--- config.mk ---
export PLATFORM = sky130hd
export DESIGN_NAME = sfb_bus_front
export DESIGN_NICKNAME = d
export VERILOG_FILES = /design/src/verilog/sfb_pkg.sv /design/src/verilog/sfb_bus_front.sv /design/src/verilog/sfb_pin_sync.sv
export VERILOG_INCLUDE_DIRS = /design/src /design/src/verilog
export SDC_FILE = /design/constraint.sdc
export NUM_CORES = 1
export LEC_CHECK = 0
export BUFFER_PORTS_ARGS = -buffer_cell sky130_fd_sc_hd__buf_2
export CORE_ASPECT_RATIO = 0.6
export CORE_MARGIN = 8
export CORE_UTILIZATION = 35
export CTS_CLUSTER_SIZE = 20
export DETAILED_ROUTE_END_ITERATION = 10
export GPL_ROUTABILITY_DRIVEN = 0
export GPL_TIMING_DRIVEN = 0
export PLACE_DENSITY_LB_ADDON = 0.05
export SLEW_MARGIN = 5
export SYNTH_ARGS = -nofsm -noshare
export SYNTH_HDL_FRONTEND = slang
export SYNTH_SLANG_ARGS = --single-unit
--- constraint.sdc ---
create_clock -name core_clk -period 5.65 [get_ports core_clk]
set_clock_uncertainty 0.2 [all_clocks]
set_input_delay 0.2825 -clock core_clk [delete_from_list [all_inputs] [get_ports core_clk]]
set_output_delay 0.2825 -clock core_clk [all_outputs]
set_load 0.005 [all_outputs]
--- src/verilog/sfb_defines.svh ---
// constants of the serial flash bus front end
// assumes a single 250 MHz core clock oversampling the bus pins
`ifndef SFB_DEFINES_SVH
`define SFB_DEFINES_SVH

// core clock rate
`define SFB_CLK_MHZ        250

// software reset recovery time, microseconds, and its cycle count
`define SFB_SWRST_US       30
`define SFB_SWRST_CYCLES   (`SFB_SWRST_US * `SFB_CLK_MHZ)
`define SFB_SWRST_CNT_W    13

// bits per byte and per opcode
`define SFB_BYTE_BITS      4'h8

// opcodes
`define SFB_OP_DUAL_OUT    8'h3b
`define SFB_OP_DUAL_IO     8'hbb
`define SFB_OP_QUAD_OUT    8'h6b
`define SFB_OP_QUAD_IO     8'heb
`define SFB_OP_QUAD_ENTER  8'h38
`define SFB_OP_QUAD_EXIT   8'hff
`define SFB_OP_RST_ENABLE  8'h66
`define SFB_OP_RST         8'h99

// output enables, low means driven
`define SFB_OE_NONE        4'hf
`define SFB_OE_SINGLE      4'hd
`define SFB_OE_DUAL        4'hc
`define SFB_OE_QUAD        4'h0

// status protect bit positions
`define SFB_SP_HW_BIT      0
`define SFB_SP_LOCK_BIT    1

`endif

--- src/verilog/sfb_pkg.sv ---
// types shared by the serial flash bus front end
// assumes sfb_defines.svh is on the include path
`include "sfb_defines.svh"

package sfb_pkg;

  typedef enum logic [1:0] {
    LANE_SINGLE,
    LANE_DUAL,
    LANE_QUAD
  } sfb_lane_type;

  typedef struct packed {
    logic       csN;
    logic       sck;
    logic [3:0] io;
    logic       rstN;
  } sfb_pins_type;

  typedef struct packed {
    sfb_pins_type stage1;
    sfb_pins_type stage2;
  } sfb_sync_state_type;

  typedef struct packed {
    logic [7:0] data;
    logic       valid;
    logic       opcode;
  } sfb_rx_type;

  typedef struct packed {
    logic                         csPrev;
    logic                         sckPrev;
    logic                         armed;
    logic                         selected;
    logic                         quad_instruction_mode;
    logic                         rstEnable;
    logic                         hold;
    logic                         opDone;
    logic [`SFB_SWRST_CNT_W-1:0]  rstCnt;
    sfb_lane_type                 inLanes;
    sfb_lane_type                 outLanes;
    logic [3:0]                   bitCnt;
    logic [7:0]                   shIn;
    logic [3:0]                   outCnt;
    logic [7:0]                   shOut;
    logic [3:0]                   ioOut;
    logic [3:0]                   ioOeN;
    sfb_rx_type                   rx;
  } sfb_state_type;

endpackage

--- src/verilog/sfb_bus_front.sv ---
// serial flash bus front end: select, lanes, pause, reset, quad mode
// assumes pins arrive raw; status bits come from the status register
`timescale 1ns/1ps

module sfb_bus_front
  import sfb_pkg::*;
#(
  parameter int unsigned SW_RST_CYCLES = `SFB_SWRST_CYCLES
)
(
  input  wire logic       core_clk,
  input  wire logic       srst,
  input  wire logic       ce,
  input  wire logic       csN,
  input  wire logic       sck,
  input  wire logic [3:0] ioIn,
  output logic      [3:0] ioOut,
  output logic      [3:0] ioOeN,
  input  wire logic       dedResetN,
  input  wire logic       quadIoEnable,
  input  wire logic       holdRstSel,
  input  wire logic [1:0] statusProtectBits,
  input  wire logic       engineBusy,
  input  wire logic [7:0] txData,
  input  wire logic       txValid,
  output logic            txReady,
  output logic      [7:0] rxData,
  output logic            rxValid,
  output logic            rxOpcode,
  output logic            quadInstrMode,
  output logic            selected,
  output logic            paused,
  output logic            deviceBusy,
  output logic            resetActive,
  output logic            statusWriteLock
);

  localparam logic [`SFB_SWRST_CNT_W-1:0] RST_LOAD =
    SW_RST_CYCLES[`SFB_SWRST_CNT_W-1:0];

  sfb_pins_type  pinsRaw;
  sfb_pins_type  pinS;
  sfb_state_type state_r;
  sfb_state_type state_nxt;
  logic          sckRise;
  logic          sckFall;
  logic          csFall;
  logic          hwRst;
  logic          swBusy;
  logic          pauseEn;
  logic          swRstGo;

  assign pinsRaw = '{csN: csN, sck: sck, io: ioIn, rstN: dedResetN};

  sfb_pin_sync u_sync (
    .core_clk (core_clk),
    .srst     (srst),
    .ce       (ce),
    .pinsIn   (pinsRaw),
    .pinsOut  (pinS)
  );

  // edges only count while selected, so the idle level is free
  assign sckRise = pinS.sck & ~state_r.sckPrev;
  assign sckFall = ~pinS.sck & state_r.sckPrev;
  assign csFall  = ~pinS.csN & state_r.csPrev;

  // dedicated pin always; shared pin only as reset, not quad
  assign hwRst = ~pinS.rstN
               | (~quadIoEnable & holdRstSel & ~pinS.io[3]);

  assign swBusy  = state_r.rstCnt != '0;
  assign pauseEn = ~quadIoEnable & ~holdRstSel & state_r.selected;

  // handshake: a byte is taken at a falling edge with an empty shifter
  assign txReady = state_r.selected & ~state_r.hold & ~pinS.csN
                 & sckFall & (state_r.outCnt == 4'h0);

  always_comb begin
    sfb_lane_type ln;
    logic [3:0]   step;
    logic [3:0]   cnt;
    logic [7:0]   nb;
    logic [7:0]   word;
    ln        = LANE_SINGLE;
    step      = 4'h1;
    cnt       = 4'h0;
    nb        = 8'h00;
    word      = 8'h00;
    swRstGo   = 1'b0;
    state_nxt = state_r;
    state_nxt.rx.valid = 1'b0;
    state_nxt.csPrev   = pinS.csN;
    state_nxt.sckPrev  = pinS.sck;

    if (hwRst) begin
      // highest priority: drop everything, including quad mode
      state_nxt        = '0;
      state_nxt.csPrev = pinS.csN;
      state_nxt.sckPrev = pinS.sck;
      state_nxt.ioOeN  = `SFB_OE_NONE;
    end else begin
      if (swBusy) begin
        state_nxt.rstCnt = state_r.rstCnt - 1'b1;
      end

      // pause changes only while the clock is low
      if (!pauseEn) begin
        state_nxt.hold = 1'b0;
      end else if ((pinS.io[3] == state_r.hold)
                   && (sckFall || !pinS.sck)) begin
        state_nxt.hold = ~pinS.io[3];
      end

      if (pinS.csN) begin
        // deselect abandons any half-shifted instruction
        state_nxt.selected = 1'b0;
        state_nxt.hold     = 1'b0;
        state_nxt.opDone   = 1'b0;
        state_nxt.bitCnt   = 4'h0;
        state_nxt.outCnt   = 4'h0;
        state_nxt.ioOeN    = `SFB_OE_NONE;
      end else if (csFall) begin
        state_nxt.armed    = 1'b1;
        state_nxt.selected = ~swBusy;
        state_nxt.inLanes  = state_r.quad_instruction_mode ? LANE_QUAD : LANE_SINGLE;
        state_nxt.outLanes = state_r.quad_instruction_mode ? LANE_QUAD : LANE_SINGLE;
      end else if (state_r.selected && state_r.armed
                   && !state_r.hold && !swBusy) begin
        if (sckRise) begin
          // opcode lanes follow the mode, later lanes the opcode
          if (state_r.opDone) begin
            ln = state_r.inLanes;
          end else if (state_r.quad_instruction_mode) begin
            ln = LANE_QUAD;
          end else begin
            ln = LANE_SINGLE;
          end
          case (ln)
            LANE_SINGLE: begin
              nb   = {state_r.shIn[6:0], pinS.io[0]};
              step = 4'h1;
            end
            LANE_DUAL: begin
              nb   = {state_r.shIn[5:0], pinS.io[1:0]};
              step = 4'h2;
            end
            LANE_QUAD: begin
              nb   = {state_r.shIn[3:0], pinS.io};
              step = 4'h4;
            end
            default: begin
              nb   = state_r.shIn;
              step = 4'h1;
            end
          endcase
          state_nxt.shIn   = nb;
          state_nxt.bitCnt = state_r.bitCnt + step;
          if (state_r.bitCnt + step == `SFB_BYTE_BITS) begin
            state_nxt.bitCnt    = 4'h0;
            state_nxt.rx.data   = nb;
            state_nxt.rx.valid  = 1'b1;
            state_nxt.rx.opcode = ~state_r.opDone;
            if (!state_r.opDone) begin
              state_nxt.opDone    = 1'b1;
              state_nxt.rstEnable = 1'b0;
              case (nb)
                `SFB_OP_DUAL_OUT: begin
                  if (!state_r.quad_instruction_mode) begin
                    state_nxt.outLanes = LANE_DUAL;
                  end
                end
                `SFB_OP_DUAL_IO: begin
                  if (!state_r.quad_instruction_mode) begin
                    state_nxt.inLanes  = LANE_DUAL;
                    state_nxt.outLanes = LANE_DUAL;
                  end
                end
                `SFB_OP_QUAD_OUT: begin
                  if (quadIoEnable) begin
                    state_nxt.outLanes = LANE_QUAD;
                  end
                end
                `SFB_OP_QUAD_IO: begin
                  if (quadIoEnable) begin
                    state_nxt.inLanes  = LANE_QUAD;
                    state_nxt.outLanes = LANE_QUAD;
                  end
                end
                `SFB_OP_QUAD_ENTER: begin
                  if (quadIoEnable) begin
                    state_nxt.quad_instruction_mode = 1'b1;
                  end
                end
                `SFB_OP_QUAD_EXIT: begin
                  state_nxt.quad_instruction_mode = 1'b0;
                end
                `SFB_OP_RST_ENABLE: begin
                  state_nxt.rstEnable = 1'b1;
                end
                `SFB_OP_RST: begin
                  if (state_r.rstEnable) begin
                    swRstGo          = 1'b1;
                    state_nxt.rstCnt = RST_LOAD;
                    state_nxt.quad_instruction_mode    = 1'b0;
                    state_nxt.selected = 1'b0;
                  end
                end
                default: begin
                  state_nxt.opDone = 1'b1;
                end
              endcase
            end
          end
        end

        if (sckFall) begin
          // lanes drive on falling edges, msb first
          cnt  = state_r.outCnt;
          word = state_r.shOut;
          if (cnt == 4'h0 && txValid) begin
            cnt  = `SFB_BYTE_BITS;
            word = txData;
          end
          if (cnt == 4'h0) begin
            state_nxt.ioOeN = `SFB_OE_NONE;
          end else begin
            case (state_r.outLanes)
              LANE_SINGLE: begin
                state_nxt.ioOut[1] = word[7];
                state_nxt.ioOeN    = `SFB_OE_SINGLE;
                state_nxt.shOut    = {word[6:0], 1'b0};
                state_nxt.outCnt   = cnt - 4'h1;
              end
              LANE_DUAL: begin
                state_nxt.ioOut[1:0] = word[7:6];
                state_nxt.ioOeN      = `SFB_OE_DUAL;
                state_nxt.shOut      = {word[5:0], 2'b00};
                state_nxt.outCnt     = cnt - 4'h2;
              end
              LANE_QUAD: begin
                state_nxt.ioOut  = word[7:4];
                state_nxt.ioOeN  = `SFB_OE_QUAD;
                state_nxt.shOut  = {word[3:0], 4'h0};
                state_nxt.outCnt = cnt - 4'h4;
              end
              default: begin
                state_nxt.ioOeN = `SFB_OE_NONE;
              end
            endcase
          end
        end
      end
      // last word: a pause starting on a fall must win over that shift
      if (state_nxt.hold) begin
        state_nxt.ioOeN = `SFB_OE_NONE;
      end
    end
  end

  always_ff @(posedge core_clk) begin
    if (srst) begin
      state_r       <= '0;
      state_r.ioOeN <= `SFB_OE_NONE;
    end else if (ce) begin
      state_r <= state_nxt;
    end
  end

  assign ioOut         = state_r.ioOut;
  assign ioOeN         = state_r.ioOeN;
  assign rxData        = state_r.rx.data;
  assign rxValid       = state_r.rx.valid;
  assign rxOpcode      = state_r.rx.opcode;
  assign quadInstrMode = state_r.quad_instruction_mode;
  assign selected      = state_r.selected;
  assign paused        = state_r.hold;
  assign resetActive   = hwRst | swBusy;

  // engine keeps running after deselect; only its own flag ends it
  assign deviceBusy = engineBusy | swBusy;

  // pin protection is meaningless once the pin carries lane 2
  assign statusWriteLock = statusProtectBits[`SFB_SP_LOCK_BIT]
                         | (statusProtectBits[`SFB_SP_HW_BIT]
                            & ~quadIoEnable & ~pinS.io[2]);
endmodule

--- src/verilog/sfb_pin_sync.sv ---
// two-stage synchroniser for the bus pins
// assumes pins are asynchronous to core_clk; idle pins read high
`timescale 1ns/1ps

module sfb_pin_sync
  import sfb_pkg::*;
(
  input  wire logic         core_clk,
  input  wire logic         srst,
  input  wire logic         ce,
  input  wire sfb_pins_type pinsIn,
  output sfb_pins_type      pinsOut
);

  sfb_sync_state_type state_r;
  sfb_sync_state_type state_nxt;

  // stage1 feeds stage2 only
  always_comb begin
    state_nxt        = state_r;
    state_nxt.stage1 = pinsIn;
    state_nxt.stage2 = state_r.stage1;
  end

  always_ff @(posedge core_clk) begin
    if (srst) begin
      state_r <= '1;
    end else if (ce) begin
      state_r <= state_nxt;
    end
  end

  assign pinsOut = state_r.stage2;

endmodule

== Yosys cells after proc, flatten, opt, wreduce, memory -nomap -nowiden ==
Index checks and enable logic that the tools add are counted.

* Word-level logic and storage cells: 231
* Output and inout port bits: 25
* Input bits: 24
* Register bits: 81

* Reductions and logical operators: 58
* Muxes and demuxes: 81
* Equality and inequality tests: 29
* Bitwise gates (word level): 28
* $add $sub $neg: 5

{| class="wikitable"
|+ Operators with widths
! operator !! count
|-
| $mux W4 || 19
|-
| $mux W65 || 1
|-
| $mux W60 || 1
|-
| $mux W8 || 7
|-
| $mux W42 || 1
|-
| $reduce_and A7 Y1 || 6
|-
| $reduce_bool A4 Y1 || 10
|-
| $mux W13 || 3
|-
| $pmux W12 S3 || 1
|-
| $mux W17 || 2
|-
| $eq A8 B8 Y1 const B || 4
|-
| $mux W10 || 3
|-
| $mux W30 || 1
|-
| $reduce_bool A3 Y1 || 9
|-
| $mux W2 || 13
|-
| $pmux W8 S3 || 1
|-
| $mux W22 || 1
|-
| $mux W20 || 1
|-
| $eq A8 B6 Y1 const B || 2
|-
| $eq A8 B7 Y1 const B || 2
|-
| $mux W16 || 1
|-
| $ne A4 B4 Y1 const B || 4
|-
| $mux W14 || 1
|-
| $and A1 B1 Y1 || 13
|-
| other kinds (43) || 94
|}

== Logic depth before layout (Yosys ltp) ==
Gate-level depths: netlist of run 1.

* Depth in word-level cells: 24
* Depth in mapped cells: 16
* Mapped depth without buffers: 13

== Cells and area by module ==
Synthesis of run 1 repeated with hierarchy kept, for this count alone.

* Cell total of the unflattened synthesis: 620
* Area total of the unflattened synthesis: 4957.3 um^2

{| class="wikitable"
|+ By module, submodules not included
! module !! area each (um^2) !! sequential area each (um^2) !! instances !! cells an instance
|-
| sfb_bus_front || 4414.2 || 1301.2 || 1 || 574
|-
| sfb_pin_sync || 543.0 || 280.3 || 1 || 46
|}

== Worst setup path after synthesis of run 1 ==
OpenSTA, ideal clock, no wires.

* Kind: register to register
* Start point: register state_r[59] (netlist bit)
* End point: register state_r[46] (netlist bit)
* Library setup time: 137 ps
* Buffers on the path: 2
* Cell stages (with the launch flop): 15
* Path slack: 1705 ps
* Required time: 5313 ps
* Data arrival time: 3608 ps
* Period minus slack after synthesis: 3945 ps
* Path through: dfxtp_1 > clkbuf_1 > buf_2 > mux2i_1 > ha_1 > ha_1 > inv_1 > fa_1 > xnor2_1 > a2111oi_0 > o211ai_1 > or4b_4 > o211ai_2 > or4_1 > o311ai_1

* Word-level cells in the longest chain between the ends: 22
* Elaborated cells between the ends (all ways): 32
* Those cells by class: add/sub: 1; eq/ne: 4; mux: 26; reduce/logical: 1

{| class="wikitable"
|+ Ends and longest elaborated chain
! what !! line !! text
|-
| from (decl) || sfb_bus_front.sv:43 || <nowiki>sfb_state_type state_r;</nowiki>
|-
| from (signal assigned) || sfb_bus_front.sv:266 || <nowiki>state_r <= state_nxt;</nowiki>
|-
| parallel branches: the longest is 16 deep, another holds $mux W4 || - ||
|-
| $mux W22 (*) || sfb_bus_front.sv:159 || <nowiki>if (state_r.bitCnt + step == `SFB_BYTE_BITS) begin</nowiki>
|-
| $mux W30 (*) || sfb_bus_front.sv:130 || <nowiki>if (sckRise) begin</nowiki>
|-
| $mux W60 (*) || sfb_bus_front.sv:128 || <nowiki>end else if (state_r.selected && state_r.armed</nowiki>
|-
| $mux W14 (*) || sfb_bus_front.sv:123 || <nowiki>end else if (csFall) begin</nowiki>
|-
| $mux W17 (*) || sfb_bus_front.sv:115 || <nowiki>if (pinS.csN) begin</nowiki>
|-
| $mux W65 (*) || sfb_bus_front.sv:96 || <nowiki>if (hwRst) begin</nowiki>
|}

Mark *: on every way between the ends. The select of a mux whose other input is x is not followed.
A chain may end at the register's enable or synchronous reset.

== Worst setup path after layout of run 1 ==
* Start point: register state_r[59] (netlist bit)
* End point: register state_r[58] (netlist bit)

Same word-level chain as after synthesis.

==> results of run 1 <==
## report_power, final
part | switching, mW | leakage (nW) | internal (mW) | total, mW
registers | 0.0508 | 0.642 | 0.607 | 0.658
clock network | 0.253 | 0.166 | 0.434 | 0.687
logic | 0.303 | 1.42 | 0.214 | 0.518
## Yosys cell counts (4+ instances only)
cell,n
a21o_1,4
a21oi_1,47
a221o_1,6
a22oi_1,13
a31oi_1,8
buf_4,16
clkbuf_1,31
dfxtp_1,79
ha_1,18
inv_1,26
mux2_2,6
mux2i_1,26
nand2_1,60
nand2b_1,6
nand3_1,13
nand3b_1,4
nand4_1,11
nor2_1,67
nor3_1,25
nor3b_1,6
nor4_1,10
nor4bb_1,7
o2111ai_1,4
o211ai_1,4
o21a_1,9
o21ai_0,14
o221a_1,4
o31ai_1,4
o32a_1,6
or2_2,5
or3_1,9
or4_1,7
## cell type report
type | count | area, µm²
Fill cell | 1469 | 8320
Multi-Input combinational cell | 465 | 3060
Sequential cell | 79 | 1580
Timing Repair Buffer | 55 | 310
Buffer | 54 | 282
Tap cell | 198 | 248
Clock buffer | 9 | 225
Clock inverter | 7 | 120
Inverter | 28 | 105
## metrics by stage
step / utilization (%) / hold slack [ns] / cells / instance area, µm² / setup slack [ns]
floorplan: - / 0.211 / 626 / 5020 / 1.70
global placement: 38.7 / 0.241 / 872 / 5510 / 0.869
detailed placement: 38.7 / 0.247 / 872 / 5510 / 0.843
CTS: 41.6 / 0.127 / 895 / 5930 / 0.830
global route: 41.6 / 0.161 / 895 / 5930 / 0.458
finish: 41.6 / 0.143 / 895 / 5930 / 0.750
## cells by family after synthesis
logic type               Yosys count
multiplexers                      32
AO/OA/AOI/OAI                    163
AND/OR/NAND/NOR                  249
flip-flops                        79
XOR/XNOR                           2
buffers and inverters             82
adder cells (fa/ha/maj)           19
## worst register-to-register path, cell delays in order, from the launching register on
cell	delay, ns
dfxtp_1	0.40
clkbuf_1	0.35
buf_2	0.32
mux2i_1	0.13
ha_1	0.33
ha_1	0.18
inv_1	0.07
fa_1	0.40
xnor2_1	0.18
a2111oi_0	0.68
or2_2	0.22
clkbuf_1	0.27
and3_1	0.27
nand4_1	0.34
a211o_1	0.38
a21oi_1	0.14
## registers in the layout, summed over array words and instances (netlist names)
register	count
ioOeN	3
ioOut	4
paused	1
quadInstrMode	1
rxData	8
rxOpcode	1
rxValid	1
selected	1
state_r	45
u_sync.pinsOut	7
u_sync.state_nxt	7
## worst min path at each step
stage               slack, ns         start  depth (start not counted)                  end
finish                   0.14          srst                          4          state_r[46]
detailed placement       0.25   state_r[21]                          2          state_r[21]
global route             0.16          srst                          3          state_r[46]
floorplan                0.21     dedResetN                          2  u_sync.state_nxt[0]
CTS                      0.13  quadIoEnable                          3        quadInstrMode
global placement         0.24      ioOut[2]                          2             ioOut[2]
## layer usage
layer / up-vias / global-route usage (%)
li1: 2435 / -
met1: 2435 / 27.6
met2: 200 / 27.6
met3: 13 / 3.47
met4: 0 / 4.11
met5: - / 0
## timing repair
| item | 4_1_cts | 5_1_grt |
|---|---|---|
| hold endpoints to repair | 7 | 0 |
| buffers inserted | 0 | 0 |
| hold buffers | 7 | 0 |
## cells in the final DEF (no fill, tap or decap), drive strengths merged, types with 7 or more instances in the layout
cell type and n:
inv 27, a21oi 48, ha 18, nor2 70, nand2 60, nor3 25
mux2i 26, nand4 11, a22oi 13, dfxtp 79, or3 9, nor4bb 7
nand3 13, a31oi 8, o21a 9, dlygate4sd3 7, clkbuf 40, or4 9
buf 71, o21ai 19, nor4 12
==> run metrics, run 1 <==
maxcap violations 0; TritonCTS buffer count 9; Seq cells post-synth 79; Top Family by Delay on Critical Path compound AO/OA/AOI/OAI gates; Avg WL per Cell 19.0 µm; crit path launch type flop; post-synthesis compound-gate area fraction 23.3%; initial antenna violation count 0; wl on met1 8540 µm; clock root cell clkbuf_16; average size of a mapped cell 8.03 µm²; Starting Density 35.3%; highest routed layer met4; biggest cell delay along the critical path 0.68 ns; Final Hold Fails 0; CTS sink count 79; worst setup path endpoint state_r[58]; Netlist Area Pre-Place 5020 µm²; Die Ht 109 µm; top_reg_cell synth dfxtp_1; WP depth 15; total wire length 17000 µm; top cell type's share of synthesized area 31.5%; full die area 18600 µm²; critical path endpoint category flop; PD cells 314 nW/µm²; Resized Gates After CTS 0; ratio of cells with drive above 1 in the final layout 16.2%; DRC viols 0; Synthesized Nets 669; vias 5083; largest net degree at the start of global routing 15; Die W 171 µm; Worst Max-Slew Pin Slew 1.09 ns; vias per inst 5.68; ANT cells 0; Sum Neg Setup Slack 0 ns; drt first pass iters 5; sequential element share of the synthesized area 31.5%; final period utilization 86.7%; final worst path period need 4.90 ns; Post-Synth Adder-Cell Area 4.88%; main combinational cell family by area after synthesis simple AND/OR/NAND/NOR gates; synthesized instance count 626; # setup viols final 0; worst-case clock buffer depth 2; simple-gate share of the synthesized area 25.8%; RR Endpoint state_r[58]; Slew headroom 27.0%; buffer and inverter count on the worst path 4; Tightest Hold Check Type primary input to flop; Yosys cell types 74; H-tree levels 3; Synth Warn # 0; Leak 2.23 nW; IO buf count 48; DR WL met2 6970 µm; worst reg-to-reg setup slack 0.75 ns; clock-pin slew on the worst setup and hold paths 0.07 ns; CP Data Required Time 5.72 ns; synth-to-layout area growth 18.0%; DP Wirelength 12600 µm; worst-path cell chain clkbuf_1 -> buf_2 -> mux2i_1 -> ha_1 -> ha_1 -> inv_1 -> fa_1 -> xnor2_1 -> a2111oi_0 -> or2_2 -> clkbuf_1 -> and3_1 -> nand4_1 -> a211o_1 -> a21oi_1; Post-synth ARST share 0%; met3 WL post-DR 1350 µm; CTS tree built; total gr overflow 0; Area contributors post-synth dfxtp_1 (31%), mux2i_1 (5.2%), nor2_1 (5.0%), a21oi_1 (4.7%), ha_1 (4.5%); Post-Synth XOR/XNOR Area 0.349%; CP Max Fanout 10; Site Rows 34; RSZ-0062 raised after global routing no; Max Transition Viols Final 0; total track usage 18.7%; Worst path slowest cell a2111oi_0; worst vdd ir 0.170 mV; Worst R2R Start state_r[59]; status finished clean; vias in the first global route 4880; core area 14300 µm²; largest area contributor in the netlist dfxtp_1; multiplexer share of the synthesized area 6.52%; reg2reg path depth 15; 1st-iter DRT viols 521; Routed Antenna Nets 0; critical path arrival 4.97 ns; CP Launch Point state_r[59]; first-pass GRT wire length 27300 µm; Max Freq 204 MHz; # IOs 49; Pwr Total 1.86 mW; Worst-Skew Late Latency 0.34 ns; Layout Nets 735; number of synthesized flops with an enable pin 0; kind of critical path flop to flop
(Power assumes the default switching activity.)
==> run 2: changes to the inputs <==
--- a/config.mk
+++ b/config.mk
@@ -14,7 +14,7 @@
 export DETAILED_ROUTE_END_ITERATION = 10
 export GPL_ROUTABILITY_DRIVEN = 0
 export GPL_TIMING_DRIVEN = 0
-export PLACE_DENSITY_LB_ADDON = 0.05
+export PLACE_DENSITY = 0.58
 export SLEW_MARGIN = 5
 export SYNTH_ARGS = -nofsm -noshare
 export SYNTH_HDL_FRONTEND = slang
==> constraint.sdc (replaced) <==
create_clock -name core_clk -period 5.65 [get_ports core_clk]
set_clock_uncertainty 0.2 [all_clocks]
set_input_delay 0.2825 -clock core_clk [delete_from_list [all_inputs] [get_ports core_clk]]
set_output_delay 0.2825 -clock core_clk [all_outputs]
set_load 0.01 [all_outputs]
==> run metrics, run 2 (same netlist as run 1, synthesis figures left out) <==
1st-iter DRT viols 538; commonest non-fill, non-tap cells in the layout dfxtp_1 (79), nor2_1 (67), nand2_1 (60), buf_2 (51), a21oi_1 (47); pre-CTS WS 0.903 ns; vias per inst 5.66; DRC viols 0; Multi-input gate area 3060 µm²; final worst path period need 4.80 ns; max reg flops 45; Starting Density 35.3%; vias 5068; Worst-Skew Late Latency 0.34 ns; H-tree levels 3; PD cells 300 nW/µm²; CP Launch Point state_r[59]; Avg WL per Cell 17.9 µm; Non-Filler Instances 895; clock-pin slew on the worst setup and hold paths 0.06 ns; maxcap violations 0; critical path arrival 4.79 ns; Leak 2.20 nW; Hold Slack 0.140 ns; first-pass GRT wire length 26200 µm; worst-path cell chain clkbuf_1 -> buf_2 -> mux2i_1 -> ha_1 -> ha_1 -> inv_1 -> fa_1 -> xnor2_1 -> a2111oi_0 -> o211ai_1 -> or4b_4 -> o211ai_2 -> or4_1 -> a31oi_1; initial antenna violation count 0; Site Rows 34; synth-to-layout area growth 17.1%; worst-case clock buffer depth 2; TritonCTS buffer count 9; ANT cells 0; Worst path slowest cell a2111oi_0; crit path launch type flop; worst vdd ir 0.161 mV; Tightest Hold Check Type primary input to flop; DP Wirelength 12100 µm; Die Ht 109 µm; most common cell after layout, fill and taps aside dfxtp_1; drt first pass iters 7; IO buf count 48; largest net degree at the start of global routing 14; clock root cell clkbuf_16; Top Family by Delay on Critical Path compound AO/OA/AOI/OAI gates; total gr overflow 0; post-route setup slack 0.850 ns; biggest cell delay along the critical path 0.66 ns; CP Data Required Time 5.64 ns; Worst Max-Slew Pin Slew 1.06 ns; kind of critical path flop to flop; # placed instances 872; ratio of cells with drive above 1 in the final layout 16.1%; Max Freq 208 MHz; Die W 171 µm; setup repair bufs after CTS 0; core area 14300 µm²; most frequent cell on the critical path ha_1; CTS tree built; Sequential cell area 1580 µm²; RSZ-0062 raised after global routing no; Routed Antenna Nets 0; full die area 18600 µm²; Final Hold Fails 0; buffer and inverter count on the worst path 3; # setup viols final 0; largest register by flop count state_r; vias in the first global route 4884; CTS sink count 79; total wire length 16000 µm; total track usage 17.5%; Layout Nets 735; # IOs 49; Worst R2R Start state_r[59]; Max Transition Viols Final 0; Slew headroom 28.3%; final period utilization 85.0%; Sum Neg Setup Slack 0 ns; critical path endpoint category flop; status finished clean; fill cell count 1419; worst hold path startpoint quadIoEnable; CP Max Fanout 10
run 2: cell count changes in the layout (fill, tap and decap cells not counted), sizes merged:
cell	delta
inv	-1
clkinv	-1
clkbuf	+2
clkinvlp	+2
bufinv	-2
run 2: layer usage:
layer | global-route usage, % | up-vias | wire (µm)
met2 | 26.0 | 216 | 6490
li1 | - | 2428 | -
met4 | 3.93 | 0 | 148
met5 | 0 | - | 0
met3 | 3.76 | 17 | 1290
met1 | 25.5 | 2407 | 8080
run 2: path summary, 6_finish.rpt:
path                                      end  slack (ns)  cells after the start
worst min-delay path            quadInstrMode        0.14                      3
worst min register to register    state_r[21]        0.25                      2
worst max-delay path              state_r[55]        0.85                     14
worst max register to register    state_r[55]        0.85                     14
run 2: final cells by class:
type	count	share of cell area [%]
multi-input combinational	465	52.0
sequential	79	26.9
timing repair buffer	55	5.27
buffer	54	4.79
tap	198	4.21
clock buffer	11	4.13
inverter	28	1.79
clock inverter	5	0.978
run 2: where the power goes:
group	internal (mW)	switching [mW]
Clock	0.354	0.238
Combinational	0.214	0.305
Sequential	0.607	0.0501
run 2: worst reg2reg max path: stages (launching register included):
cell and delay [ns]:
dfxtp_1 0.41, clkbuf_1 0.33, buf_2 0.31, mux2i_1 0.13
ha_1 0.32, ha_1 0.16, inv_1 0.06, fa_1 0.40
xnor2_1 0.17, a2111oi_0 0.66, o211ai_1 0.32, or4b_4 0.62
o211ai_2 0.31, or4_1 0.17, a31oi_1 0.08
run 2: per-stage QoR:
step | cell area (µm²) | power (mW) | utilization, %
floorplan | 5020 | 1.04 | -
global placement | 5510 | 1.17 | 38.7
detailed placement | 5510 | 1.17 | 38.7
CTS | 5880 | 1.77 | 41.3
global route | 5880 | 1.86 | 41.3
finish | 5880 | 1.77 | 41.3
run 2: what timing repair did:
item,in CTS,in global routing
endpoints found under the hold margin,7,0
hold buffers,7,0
resized for setup,0,0
==> run 3: changes to the inputs <==
--- a/config.mk
+++ b/config.mk
@@ -6,6 +6,7 @@
 export SDC_FILE = /design/constraint.sdc
 export NUM_CORES = 1
 export LEC_CHECK = 0
+export ABC_AREA = 1
 export BUFFER_PORTS_ARGS = -buffer_cell sky130_fd_sc_hd__buf_2
 export CORE_ASPECT_RATIO = 0.6
 export CORE_MARGIN = 8
==> constraint.sdc (replaced) <==
create_clock -name core_clk -period 4.9 [get_ports core_clk]
set_clock_uncertainty 0.2 [all_clocks]
set_input_delay 0.245 -clock core_clk [delete_from_list [all_inputs] [get_ports core_clk]]
set_output_delay 0.245 -clock core_clk [all_outputs]
set_load 0.01 [all_outputs]
==> run metrics, run 3 <==
core area 14500 µm²; Routed Antenna Nets 0; Synthesized Nets 823; Max Freq 289 MHz; biggest cell delay along the critical path 0.52 ns; largest register by flop count state_r; Area contributors post-synth dfxtp_1 (30%), nand2_1 (12%), o21ai_0 (7.5%), nor2_1 (6.0%), inv_1 (5.8%); CP Data Required Time 4.92 ns; max reg flops 45; Top Family by Delay on Critical Path simple AND/OR/NAND/NOR gates; average size of a mapped cell 6.68 µm²; sequential element share of the synthesized area 30.3%; status finished clean; first-pass GRT wire length 25000 µm; most frequent cell after synthesis nand2_1; Tightest Hold Check Type primary input to flop; DP Wirelength 11500 µm; Avg WL per Cell 14.2 µm; commonest non-fill, non-tap cells in the layout nand2_1 (166), nor2_1 (83), inv_1 (80), dfxtp_1 (79), o21ai_0 (78); Seq cells post-synth 79; vias 5188; top cell type's share of synthesized area 30.3%; PD cells 265 nW/µm²; Max Transition Viols Final 0; Final Hold Fails 0; initial antenna violation count 0; # IOs 49; RSZ-0062 raised after global routing no; ratio of cells with drive above 1 in the final layout 17.4%; TritonCTS buffer count 9; ANT cells 0; Worst path slowest cell fa_1; Non-Filler Instances 1049; clock root cell clkbuf_16; clock-pin slew on the worst setup and hold paths 0.07 ns; Post-synth ARST share 0%; critical path endpoint category flop; total wire length 14900 µm; worst-case clock buffer depth 2; Die W 174 µm; 1st-iter DRT viols 418; full die area 19200 µm²; synth-to-layout area growth 16.4%; # setup viols final 0; maxcap violations 0; kind of critical path flop to flop; Synth Warn # 0; Worst Max-Slew Pin Slew 1.27 ns; Slew headroom 13.2%; synthesized instance count 780; H-tree levels 3; Site Rows 34; total track usage 15.6%; Die Ht 111 µm; most common cell after layout, fill and taps aside nand2_1; total gr overflow 0; CTS sink count 79; Leak 2.80 nW; worst-path cell chain buf_6 -> nand2_2 -> nand2_1 -> inv_1 -> ha_1 -> ha_1 -> inv_1 -> fa_1 -> nand2_1 -> nor2_1 -> nand3_1 -> nand2_1 -> inv_1 -> nor2_4 -> buf_4 -> o21ai_0 -> o21ai_0 -> nor2_1; CTS tree built; drt first pass iters 5; worst vdd ir 0.137 mV; crit path launch type flop; Netlist Area Pre-Place 5210 µm²; Starting Density 35.9%; Layout Nets 889; critical path arrival 3.48 ns; largest net degree at the start of global routing 14; final worst path period need 3.46 ns; # placed instances 1026; Yosys cell types 52; vias in the first global route 4795; number of synthesized flops with an enable pin 0; Worst-Skew Late Latency 0.34 ns; CP Max Fanout 10; DRC viols 0; Sum Neg Setup Slack 0 ns; top cells by count, synth nand2_1 (166), nor2_1 (83), inv_1 (80); largest area contributor in the netlist dfxtp_1; vias per inst 4.95; top_reg_cell synth dfxtp_1; final period utilization 70.7%; buffer and inverter count on the worst path 5; IO buf count 48
-- run 3: changes by cell type after synthesis, moves of 12 or more --
cell / change
nand2_1: +106
inv_1: +54
o21ai_0: +64
mux2i_1: -26
nor2_1: +16
nand3_1: +23
clkbuf_1: -18
a22oi_1: -12
-- run 3: cell type report --
cell class | instances | area (µm²)
multi-input cells | 565 | 3020
repair buffers | 55 | 310
clock inverters | 6 | 60.1
clock buffers | 10 | 239
inverters | 95 | 360
well taps | 198 | 248
plain buffers | 41 | 250
fillers | 1555 | 8440
flip-flops and latches | 79 | 1580
-- run 3: repair_timing --
item	CTS	global route
setup buffers	0	0
setup endpoints to repair	0	0
gates resized for setup	0	0
hold buffers	7	0
endpoints found under the hold margin	7	0
-- run 3: path summary, 6_finish.rpt --
check,from,to,slack (ns),cells past startpoint
setup / recovery,state_r[59],rxData[6],1.44,18
hold / removal,srst,rxValid,0.18,4
setup reg to reg,state_r[59],rxData[6],1.44,18
hold reg to reg,state_r[24],state_r[24],0.25,2
-- run 3: logic make-up (layout without fill, tap and decap cells) --
kind of cell	after synthesis	count (layout)	share of synthesized area [%]
adders and majority gates	19	19	4.71
buffers and inverters	136	207	11.7
AOI/OAI and AO/OA	170	170	18.3
xor gates and xnor gates	13	13	2.18
and+or+nand+nor	363	363	32.8
DFF	79	79	30.3
-- run 3: power by group --
part / leakage [nW] / switching, mW / internal, mW
sequential: 0.644 / 0.0170 / 0.665
combinational: 2.01 / 0.155 / 0.0785
clock: 0.144 / 0.286 / 0.406
total: 2.80 / 0.458 / 1.15
-- run 3: stage by stage --
| stage | area [µm²] | setup WS [ns] | utilization, % | power, mW | hold slack (ns) |
|---|---|---|---|---|---|
| 2_1_floorplan | 5210 | 1.95 | - | 0.851 | 0.167 |
| 3_5_place_dp | 5700 | 1.50 | 39.3 | 0.921 | 0.242 |
| 3_3_place_gp | 5700 | 1.54 | 39.3 | 0.921 | 0.242 |
| 5_1_grt | 6070 | 1.15 | 41.8 | 1.69 | 0.167 |
| 6_report | 6070 | 1.44 | 41.8 | 1.61 | 0.182 |
| 4_1_cts | 6070 | 1.47 | 41.8 | 1.62 | 0.144 |
-- run 3: layer usage --
| layer | global-route usage [%] | vias to the layer above | part of all wire [%] |
|---|---|---|---|
| met2 | 19.7 | 154 | 35 |
| met5 | 0 | - | 0 |
| met3 | 3.91 | 10 | 7.2 |
| met1 | 25.1 | 2341 | 57 |
| met4 | 3.15 | 0 | 0.73 |
| li1 | - | 2683 | - |
-- run 3: worst reg2reg max path: stages, from the launching register on --
cell,delay (ns)
dfxtp_1,0.33
buf_6,0.14
nand2_2,0.17
nand2_1,0.21
inv_1,0.06
ha_1,0.28
ha_1,0.16
inv_1,0.06
fa_1,0.52
nand2_1,0.06
nor2_1,0.10
nand3_1,0.17
nand2_1,0.15
inv_1,0.08
nor2_4,0.22
buf_4,0.20
o21ai_0,0.09
o21ai_0,0.08
nor2_1,0.05
